### config.mk
export PLATFORM = sky130hd
export DESIGN_NAME = ciefb_core
export DESIGN_NICKNAME = d
export VERILOG_FILES = /design/src/ciefb_pkg.sv /design/src/ciefb_evt_if.sv /design/src/ciefb_core.sv /design/src/ciefb_sense.sv
export VERILOG_INCLUDE_DIRS = /design/src
export SDC_FILE = /design/constraint.sdc
export NUM_CORES = 1
export LEC_CHECK = 0
export ABC_CLOCK_PERIOD_IN_PS = 1380
export BUFFER_PORTS_ARGS = -buffer_cell sky130_fd_sc_hd__buf_4
export CAP_MARGIN = 20
export CORE_UTILIZATION = 49
export CTS_CLUSTER_DIAMETER = 60
export DETAILED_ROUTE_END_ITERATION = 7
export PLACE_DENSITY = 0.76
export SLEW_MARGIN = 20
export SYNTH_ARGS = -nofsm -noshare
export SYNTH_HDL_FRONTEND = slang
export SYNTH_HIERARCHICAL = 1
export SYNTH_SLANG_ARGS = --single-unit
### constraint.sdc
create_clock -name clk -period 1.38 [get_ports clk]
set_input_delay 0.138 -clock clk [delete_from_list [all_inputs] [get_ports clk]]
set_output_delay 0.138 -clock clk [all_outputs]
set_load 0.02 [all_outputs]
### src/ciefb_cfg.svh
// constants of the core interrupt enable and flag bits: bit positions,
// reset value and synchroniser depth; assumes an 8-bit control byte.
// Behaviour
// - the external pin interrupt enable bit at position 4 lets that interrupt through when one and blocks it when zero.
// - the port change interrupt enable bit at position 3 lets the change interrupt through when one and suppresses it when zero.
// - the timer overflow flag at position 2 is set by each timer overflow, never cleared by hardware, and cleared by software writing zero.
// - the external interrupt flag at position 1 is set by each external pin event, stays set, and is cleared by software writing zero.
// - the global enable bit at position 7 gates every interrupt, so no request leaves while it is zero.
// - the timer overflow enable bit at position 5 pairs with the timer overflow flag to permit or block the timer interrupt.
// - the port change flag at position 0 is set when an enabled port pin changes state, the per-pin enables selecting which pins count.
`ifndef CIEFB_CFG_SVH
`define CIEFB_CFG_SVH

`define CIEFB_GLOBAL_EN_BIT 7
`define CIEFB_PERIPH_EN_BIT 6
`define CIEFB_TMR_EN_BIT 5
`define CIEFB_EXT_EN_BIT 4
`define CIEFB_PORT_EN_BIT 3
`define CIEFB_TMR_FLAG_BIT 2
`define CIEFB_EXT_FLAG_BIT 1
`define CIEFB_PORT_FLAG_BIT 0
`define CIEFB_CTL_RESET 8'h00
`define CIEFB_FILL_DONE 2'h3

`endif

### src/ciefb_pkg.sv
// types of the core interrupt enable and flag bits
// assumes ciefb_cfg.svh supplies the bit positions
package ciefb_pkg;

  // control byte, msb first
  typedef struct packed {
    logic global_irq_enable;
    logic periph_unused;
    logic timer_overflow_irq_enable;
    logic ext_pin_irq_enable;
    logic port_change_irq_enable;
    logic timer_overflow_flag;
    logic ext_pin_irq_flag;
    logic port_change_flag;
  } ciefb_ctl_t;

  typedef struct packed {
    ciefb_ctl_t ctl;
    logic irq;
  } ciefb_core_state_t;

endpackage

### src/ciefb_evt_if.sv
// event carrier between the pin sense logic and the flag core
// assumes both ends run on the same core clock
`timescale 1ns/1ns
interface ciefb_evt_if #(parameter int PORT_W = 8);
  logic ext_edge;
  logic port_change;
  logic edge_rising;
  logic [PORT_W-1:0] change_mask;

  modport sense (
    input edge_rising,
    input change_mask,
    output ext_edge,
    output port_change
  );
  modport core (
    output edge_rising,
    output change_mask,
    input ext_edge,
    input port_change
  );
endinterface

### src/ciefb_core.sv
// core interrupt enable and flag bits: holds the control byte, sets the
// timer, external pin and port change flags, and drives the request.
// assumes timer_overflow and ctl_wr come from logic on clk; pins do not.
`timescale 1ns/1ns
`include "ciefb_cfg.svh"
module ciefb_core import ciefb_pkg::*; #(
  parameter int PORT_W = 8
) (
  // clock and reset
  input wire logic clk,
  input wire logic rst_n,
  // control byte write from the core, one-cycle strobe
  input wire logic ctl_wr,
  input wire logic [7:0] ctl_wdata,
  // control byte read back
  output logic [7:0] ctl_rdata,
  // timer event, one-cycle pulse on clk
  input wire logic timer_overflow,
  // external interrupt pin and its edge choice
  input wire logic ext_pin,
  input wire logic ext_edge_rising,
  // change sense port and per-pin enables
  input wire logic [PORT_W-1:0] change_sense_port,
  input wire logic [PORT_W-1:0] pin_change_enable_mask,
  // flags and request
  output logic timer_overflow_flag,
  output logic ext_pin_irq_flag,
  output logic port_change_flag,
  output logic irq_req
);

  ciefb_evt_if #(.PORT_W(PORT_W)) evt ();

  assign evt.edge_rising = ext_edge_rising;
  assign evt.change_mask = pin_change_enable_mask;

  ciefb_sense #(.PORT_W(PORT_W)) u_sense (
    .clk(clk),
    .rst_n(rst_n),
    .ext_pin(ext_pin),
    .change_sense_port(change_sense_port),
    .evt(evt)
  );

  ciefb_core_state_t s_q;
  ciefb_core_state_t s_d;

  // request term of one control byte, used by the next state logic only
  function automatic logic ciefb_irq_of(input ciefb_ctl_t c);
    logic any;
    any = (c.timer_overflow_flag && c.timer_overflow_irq_enable) ||
          (c.ext_pin_irq_flag && c.ext_pin_irq_enable) ||
          (c.port_change_flag && c.port_change_irq_enable);
    return c.global_irq_enable && any;
  endfunction

  always_comb begin
    s_d = s_q;
    if (ctl_wr) begin
      // writing a one to a flag sets it, as a software-made event
      s_d.ctl = ciefb_ctl_t'(ctl_wdata);
    end
    // the peripheral enable lives elsewhere; keep it reading zero
    s_d.ctl.periph_unused = 1'b0;
    // events are or-ed in after the write so a set beats a same-cycle clear
    if (timer_overflow) begin
      s_d.ctl.timer_overflow_flag = 1'b1;
    end
    if (evt.ext_edge) begin
      s_d.ctl.ext_pin_irq_flag = 1'b1;
    end
    if (evt.port_change) begin
      s_d.ctl.port_change_flag = 1'b1;
    end
    // request follows the byte the same edge, no extra cycle of lag
    s_d.irq = ciefb_irq_of(s_d.ctl);
  end

  always_ff @(posedge clk) begin
    if (!rst_n) begin
      s_q <= '0;
    end else begin
      s_q <= s_d;
    end
  end

  assign ctl_rdata = s_q.ctl;
  assign timer_overflow_flag = s_q.ctl.timer_overflow_flag;
  assign ext_pin_irq_flag = s_q.ctl.ext_pin_irq_flag;
  assign port_change_flag = s_q.ctl.port_change_flag;
  assign irq_req = s_q.irq;

  ext_enable_gate_a: assert property (
    @(posedge clk) disable iff (!rst_n)
    (s_q.ctl == 8'h92) |-> irq_req)
    else $error("external flag with its enable did not request");

  ext_enable_block_a: assert property (
    @(posedge clk) disable iff (!rst_n)
    (s_q.ctl[`CIEFB_EXT_EN_BIT:0] == 5'h02) |-> !irq_req)
    else $error("external flag requested with its enable clear");

  ext_en_write_a: assert property (
    @(posedge clk) disable iff (!rst_n)
    ctl_wr |=> ctl_rdata[`CIEFB_EXT_EN_BIT] ==
               $past(ctl_wdata[`CIEFB_EXT_EN_BIT]))
    else $error("external enable did not take the written value");

  port_enable_gate_a: assert property (
    @(posedge clk) disable iff (!rst_n)
    (s_q.ctl.global_irq_enable && s_q.ctl.port_change_flag &&
     s_q.ctl.port_change_irq_enable) |-> irq_req)
    else $error("port change flag with its enable did not request");

  port_enable_block_a: assert property (
    @(posedge clk) disable iff (!rst_n)
    (s_q.ctl[`CIEFB_TMR_EN_BIT:0] == 6'h01) |-> !irq_req)
    else $error("port change requested with its enable clear");

  port_en_write_a: assert property (
    @(posedge clk) disable iff (!rst_n)
    ctl_wr |=> ctl_rdata[`CIEFB_PORT_EN_BIT] ==
               $past(ctl_wdata[`CIEFB_PORT_EN_BIT]))
    else $error("port change enable did not take the written value");

  timer_flag_set_a: assert property (
    @(posedge clk) disable iff (!rst_n)
    timer_overflow |=> timer_overflow_flag)
    else $error("timer overflow did not set its flag");

  timer_flag_hold_a: assert property (
    @(posedge clk) disable iff (!rst_n)
    (timer_overflow_flag && !ctl_wr) |=> timer_overflow_flag)
    else $error("timer flag cleared without a write");

  timer_flag_clear_a: assert property (
    @(posedge clk) disable iff (!rst_n)
    (ctl_wr && !ctl_wdata[`CIEFB_TMR_FLAG_BIT] && !timer_overflow)
    |=> !timer_overflow_flag)
    else $error("writing zero did not clear the timer flag");

  ext_flag_set_a: assert property (
    @(posedge clk) disable iff (!rst_n)
    evt.ext_edge |=> ext_pin_irq_flag)
    else $error("external edge did not set its flag");

  ext_flag_hold_a: assert property (
    @(posedge clk) disable iff (!rst_n)
    (ext_pin_irq_flag && !ctl_wr) |=> ext_pin_irq_flag)
    else $error("external flag cleared without a write");

  ext_flag_clear_a: assert property (
    @(posedge clk) disable iff (!rst_n)
    (ctl_wr && !ctl_wdata[`CIEFB_EXT_FLAG_BIT] && !evt.ext_edge)
    |=> !ext_pin_irq_flag)
    else $error("writing zero did not clear the external flag");

  ext_pin_path_a: assert property (
    @(posedge clk) disable iff (!rst_n)
    ($rose(u_sense.s_q.s2[PORT_W]) && ext_edge_rising &&
     u_sense.s_q.fill == `CIEFB_FILL_DONE) |=> ##1 ext_pin_irq_flag)
    else $error("rising pin edge did not reach the external flag");

  ext_pin_fall_a: assert property (
    @(posedge clk) disable iff (!rst_n)
    ($fell(u_sense.s_q.s2[PORT_W]) && !ext_edge_rising &&
     u_sense.s_q.fill == `CIEFB_FILL_DONE) |=> ##1 ext_pin_irq_flag)
    else $error("falling pin edge did not reach the external flag");

  ext_wrong_edge_a: assert property (
    @(posedge clk) disable iff (!rst_n)
    ($rose(u_sense.s_q.s2[PORT_W]) && !ext_edge_rising)
    |=> !evt.ext_edge)
    else $error("edge of the unchosen direction was reported");

  global_gate_a: assert property (
    @(posedge clk) disable iff (!rst_n)
    !s_q.ctl.global_irq_enable |-> !irq_req)
    else $error("request raised with global enable clear");

  global_en_write_a: assert property (
    @(posedge clk) disable iff (!rst_n)
    ctl_wr |=> ctl_rdata[`CIEFB_GLOBAL_EN_BIT] ==
               $past(ctl_wdata[`CIEFB_GLOBAL_EN_BIT]))
    else $error("global enable did not take the written value");

  enables_hold_a: assert property (
    @(posedge clk) disable iff (!rst_n)
    !ctl_wr |=> $stable(ctl_rdata[`CIEFB_GLOBAL_EN_BIT:`CIEFB_PORT_EN_BIT]))
    else $error("an enable bit changed without a write");

  timer_enable_a: assert property (
    @(posedge clk) disable iff (!rst_n)
    (s_q.ctl[`CIEFB_GLOBAL_EN_BIT:`CIEFB_TMR_FLAG_BIT] == 6'h29)
    |-> irq_req)
    else $error("timer flag with its enable did not request");

  timer_block_a: assert property (
    @(posedge clk) disable iff (!rst_n)
    (s_q.ctl == 8'h84) |-> !irq_req)
    else $error("timer flag requested with its enable clear");

  timer_en_write_a: assert property (
    @(posedge clk) disable iff (!rst_n)
    ctl_wr |=> ctl_rdata[`CIEFB_TMR_EN_BIT] ==
               $past(ctl_wdata[`CIEFB_TMR_EN_BIT]))
    else $error("timer enable did not take the written value");

  port_flag_set_a: assert property (
    @(posedge clk) disable iff (!rst_n)
    evt.port_change |=> port_change_flag)
    else $error("port change did not set its flag");

  port_flag_hold_a: assert property (
    @(posedge clk) disable iff (!rst_n)
    (port_change_flag && !ctl_wr) |=> port_change_flag)
    else $error("port change flag cleared without a write");

  port_flag_clear_a: assert property (
    @(posedge clk) disable iff (!rst_n)
    (ctl_wr && !ctl_wdata[`CIEFB_PORT_FLAG_BIT] && !evt.port_change)
    |=> !port_change_flag)
    else $error("writing zero did not clear the port change flag");

  // end to end: an enabled pin that moved after sync reaches the flag
  port_pin_path_a: assert property (
    @(posedge clk) disable iff (!rst_n)
    (((u_sense.s_q.s2[PORT_W-1:0] ^ u_sense.s_q.prev[PORT_W-1:0]) &
      pin_change_enable_mask) != '0 &&
     u_sense.s_q.fill == `CIEFB_FILL_DONE) |=> ##1 port_change_flag)
    else $error("enabled pin change did not reach the port change flag");

  irq_follows_a: assert property (
    @(posedge clk) disable iff (!rst_n)
    (ctl_wr && ctl_wdata == 8'h92 && !timer_overflow)
    |=> irq_req ##1 (irq_req || ctl_wr || $past(ctl_wr)))
    else $error("enabled external flag write did not request");

  irq_none_a: assert property (
    @(posedge clk) disable iff (!rst_n)
    (ctl_rdata[`CIEFB_TMR_FLAG_BIT:0] == 3'h0) |-> !irq_req)
    else $error("request raised with no flag set");

  periph_zero_a: assert property (
    @(posedge clk) disable iff (!rst_n)
    !ctl_rdata[`CIEFB_PERIPH_EN_BIT])
    else $error("unused peripheral enable bit read as one");

endmodule

### src/ciefb_sense.sv
// pin sense: synchronises the external pin and the change sense port,
// then reports an edge of the pin and any enabled port change as pulses.
// assumes pins are asynchronous to clk
`timescale 1ns/1ns
`include "ciefb_cfg.svh"
module ciefb_sense import ciefb_pkg::*; #(
  parameter int PORT_W = 8
) (
  // clock and reset
  input wire logic clk,
  input wire logic rst_n,
  // pins
  input wire logic ext_pin,
  input wire logic [PORT_W-1:0] change_sense_port,
  // events towards the core
  ciefb_evt_if.sense evt
);

  typedef struct packed {
    logic [PORT_W:0] s1;
    logic [PORT_W:0] s2;
    logic [PORT_W:0] prev;
    logic [1:0] fill;
    logic ext_edge;
    logic port_change;
  } ciefb_sense_state_t;

  ciefb_sense_state_t s_q;
  ciefb_sense_state_t s_d;
  logic armed;
  logic pin_now;
  logic pin_was;

  assign armed = (s_q.fill == `CIEFB_FILL_DONE);
  assign pin_now = s_q.s2[PORT_W];
  assign pin_was = s_q.prev[PORT_W];

  always_comb begin
    s_d = s_q;
    s_d.s1 = {ext_pin, change_sense_port};
    s_d.s2 = s_q.s1;
    s_d.prev = s_q.s2;
    if (!armed) begin
      s_d.fill = s_q.fill + 2'h1;
    end
    // no events until s2 and prev hold real samples, else reset fakes one
    s_d.ext_edge = armed && (evt.edge_rising ? (pin_now && !pin_was)
                                             : (!pin_now && pin_was));
    s_d.port_change = armed && |((s_q.s2[PORT_W-1:0] ^
                                   s_q.prev[PORT_W-1:0]) &
                                  evt.change_mask);
  end

  always_ff @(posedge clk) begin
    if (!rst_n) begin
      s_q <= '0;
    end else begin
      s_q <= s_d;
    end
  end

  assign evt.ext_edge = s_q.ext_edge;
  assign evt.port_change = s_q.port_change;

  masked_pins_quiet_a: assert property (
    @(posedge clk) disable iff (!rst_n)
    ((s_q.s2[PORT_W-1:0] ^ s_q.prev[PORT_W-1:0]) & evt.change_mask) == '0
    |=> !evt.port_change)
    else $error("port change reported for no enabled pin change");

endmodule

==> impl_metrics.env <==
export IMPL_worstRegToRegCells=4
export IMPL_yosys_top_cells_area="dfxtp_1 (57%), and2_1 (13%), xor2_1 (5.1%)"
export IMPL_p_switching_w=0.000480
export IMPL_final_nets=198
export IMPL_drive_above_1_share_pct=32.1
export IMPL_m1WireLength_um=873
export IMPL_path_max_fanout=1
export IMPL_core_um2=2570
export IMPL_dr_wl_met2_um=1090
export IMPL_cts_resized=0
export IMPL_highest_layer="met4"
export IMPL_grt_setup_unrepaired="no"
export IMPL_synth_edf_count=0
export IMPL_cts_root_buf="clkbuf_4"
export IMPL_tns_ps=0
export IMPL_muxShareOfSynthArea_pct=4.65
export IMPL_ys_warnings_count=6
export IMPL_slew_viol_final=0
export IMPL_io_buffer_count=39
export IMPL_power_density_nw_per_um2=1250
export IMPL_grt_pass1_vias=857
export IMPL_required_ps=1600
export IMPL_whs_path_depth=2
export IMPL_final_antenna_net_count=0
export IMPL_swShare_pct=21.3
export IMPL_internal_power_w=0.00177
export IMPL_leakage_nw=0.826
export IMPL_period_needed_ps=1110
export IMPL_start_util_pct=53.5
export IMPL_cts_buffer_depth=2
export IMPL_fmax_mhz=901
export IMPL_synthXorXnorAreaFrac_pct=5.74
export IMPL_cts_made_buffers=5
export IMPL_combPwrFrac_pct=12.0
export IMPL_holdPathEnd="u_sense/s_d[18]$_SDFF_PN0_"
export IMPL_hp_class="input port to flop"
export IMPL_n_antenna_cell=0
export IMPL_drc=0
export IMPL_initialDrtViolationCount=9
export IMPL_routed_via_density=4.79
export IMPL_die_area_um2=3020
export IMPL_gp_congestion=0.620
export IMPL_outcome="finished, final reports clean"
export IMPL_vias=949
export IMPL_synth_seq_cells=39
export IMPL_min_from="change_sense_port[5]"
export IMPL_cp_arrival_ps=1330
export IMPL_syn_instance_count=123
export IMPL_antenna_found_initial=0
export IMPL_max_vdd_ir_drop_mv=0.918
export IMPL_routed_wirelength_um=2140
export IMPL_ys_seq_area_share_pct=56.9
export IMPL_synth_top_family_by_area="simple AND/OR/NAND/NOR gates"
export IMPL_dieWidth_um=54.9
export IMPL_crit_type="flop to flop"
export IMPL_track_usage_pct=16.1
export IMPL_firstDrtPassIters=4
export IMPL_areaGrowthSynthToFinish_pct=30.9
export IMPL_synthFlopType="dfxtp_1"
export IMPL_grt_pass1_wl_um=3310
export IMPL_die_h_um=54.9
export IMPL_clk_latency_ps=320
export IMPL_crit_reg2reg_capture="u_sense/evt.port_change$_SDFF_PN0_"
export IMPL_synth_compound_area_share_pct=9.21
export IMPL_cts_tree="done"
export IMPL_yosys_area_share_simple_pct=18.5
export IMPL_syn_num_nets=154
export IMPL_avgSynthCellArea_um2=11.2
export IMPL_grt_ovfl_total=0
export IMPL_yosysUniqueCellTypes=30
export IMPL_clkPwrFrac_pct=34.0
export IMPL_seqPwrFrac_pct=54.0
export IMPL_hpwl_um=1520
export IMPL_ioPinCount=42
export IMPL_start_kind="flop"
export IMPL_setup_viol=0
export IMPL_post_route_util_pct=70.0
export IMPL_timing_final_crit_share_pct=80.5
export IMPL_r2r_start="u_sense/s_q[7]$_SDFF_PN0_"
export IMPL_hold_viol=0
export IMPL_synth_fa_ha_area_share_pct=0.912
export IMPL_h_tree_depth=2
export IMPL_path_clk_slew_ps=110
export IMPL_async_reset_ff_share_pct=0
export IMPL_wl_per_cell_um=10.8
export IMPL_synth_area_um2=1370
export IMPL_grt_max_degree=38
export IMPL_route_met3_wl_um=156
export IMPL_clock_skew_ps=4.64
export IMPL_max_cap_viol_count=0
export IMPL_cp_end_kind="flop"
export IMPL_rrSetupSlack_ps=270
export IMPL_yosysTopAreaCell="dfxtp_1"
export IMPL_cts_sinks=39
export IMPL_core_rowCount=18
export IMPL_yosysTopAreaCellShare_pct=56.9
export IMPL_fillers=207
==> per-stage QoR <==
| step | setup WS (ps) | cell area, µm² | cells | hold slack [ps] | power [W] |
|---|---|---|---|---|---|
| after floorplan | 350 | 1370 | 123 | 255 | 0.00139 |
| after detailed placement | 252 | 1650 | 184 | 349 | 0.00150 |
| after global routing | 217 | 1800 | 198 | 2.19 | 0.00236 |
| final | 270 | 1800 | 198 | 21.1 | 0.00225 |
| after CTS | 240 | 1780 | 196 | 0.470 | 0.00228 |
| after global placement | 284 | 1650 | 184 | 345 | 0.00148 |
==> flip-flops by register name (all words and copies together) (netlist names) <==
register                 flops
ctl_rdata                    4
ext_pin_irq_flag             1
irq_req                      1
port_change_flag             1
timer_overflow_flag          1
u_sense/evt.ext_edge         1
u_sense/evt.port_change      1
u_sense/pin_now              1
u_sense/pin_was              1
u_sense/s_d                 17
u_sense/s_q                 10
==> area by class of cell <==
class	count	area [µm²]	area share, %
Timing Repair Buffer	45	353	19.6
Clock buffer	6	51.3	2.86
Multi-Input combinational cell	76	539	30.0
Sequential cell	39	781	43.5
Clock inverter	2	35.0	1.95
Tap cell	30	37.5	2.09
==> routing by layer <==
| layer | vias up | GRT usage [%] |
|---|---|---|
| met5 | - | 0 |
| met4 | 0 | 6.25 |
| met3 | 2 | 7.38 |
| met2 | 34 | 30.1 |
| met1 | 429 | 14.9 |
| li1 | 484 | - |
==> cell usage in the layout (no fill, tap or decap), types with 2 or more instances in the layout <==
| master | instances |
|---|---|
| dfxtp_1 | 39 |
| buf_4 | 39 |
| and2_1 | 28 |
| xor2_1 | 8 |
| dlygate4sd3_1 | 6 |
| clkbuf_4 | 5 |
| nor2_1 | 4 |
| mux2_2 | 3 |
| o21a_1 | 3 |
| nand2_1 | 3 |
| mux2i_1 | 3 |
| o22ai_1 | 2 |
| o21ai_0 | 2 |
| a21boi_0 | 2 |
| nor2b_1 | 2 |
| a22oi_1 | 2 |
==> worst max path at each step <==
stage	startpoint	end	slack, ps	depth (start not counted)
after floorplan	u_sense/s_q[7]$_SDFF_PN0_	u_sense/evt.port_change$_SDFF_PN0_	350	4
after global placement	u_sense/s_q[7]$_SDFF_PN0_	u_sense/evt.port_change$_SDFF_PN0_	280	4
after detailed placement	u_sense/s_q[7]$_SDFF_PN0_	u_sense/evt.port_change$_SDFF_PN0_	250	4
after CTS	u_sense/s_q[7]$_SDFF_PN0_	u_sense/evt.port_change$_SDFF_PN0_	240	4
after global routing	u_sense/s_q[7]$_SDFF_PN0_	u_sense/evt.port_change$_SDFF_PN0_	220	4
final	u_sense/s_q[7]$_SDFF_PN0_	u_sense/evt.port_change$_SDFF_PN0_	270	4
==> power by group through the flow <==
stage	registers, W	logic, W	clock network, W
4_1_cts	0.00122	0.000267	0.000793
3_5_place_dp	0.00124	0.000258	0
6_report	0.00122	0.000270	0.000765
3_3_place_gp	0.00124	0.000247	0
5_1_grt	0.00122	0.000296	0.000843
2_1_floorplan	0.00125	0.000139	0
==> cell families after synthesis <==
logic type	after synthesis
AO/OA/AOI/OAI	17
multiplexers	6
AND/OR/NAND/NOR	42
other	1
adder cells (fa/ha/maj)	1
XOR/XNOR	9
buffers and inverters	8
flip-flops	39
==> what timing repair did <==
action                    4_1_cts  5_1_grt
buffers inserted                0        0
hold endpoints to repair        4        2
hold buffers                    4        2
==> synthesized netlist by cell type (2+ instances only) <==
| library cell | n |
|---|---|
| dfxtp_1 | 39 |
| a21boi_0 | 2 |
| a22oi_1 | 2 |
| o21ai_0 | 2 |
| nand2_1 | 3 |
| o21a_1 | 3 |
| mux2i_1 | 3 |
| nor2_1 | 4 |
| and2_1 | 28 |
| buf_4 | 4 |
| clkbuf_1 | 3 |
| mux2_2 | 3 |
| xor2_1 | 8 |
| o22ai_1 | 2 |
| nor2b_1 | 2 |
==> critical path, stage by stage (launching register included) <==
cell and delay, ps:
dfxtp_1 330, xor2_1 150, a22o_1 230, a221oi_2 190, a31oi_1 110
(Power assumes the default switching activity.)
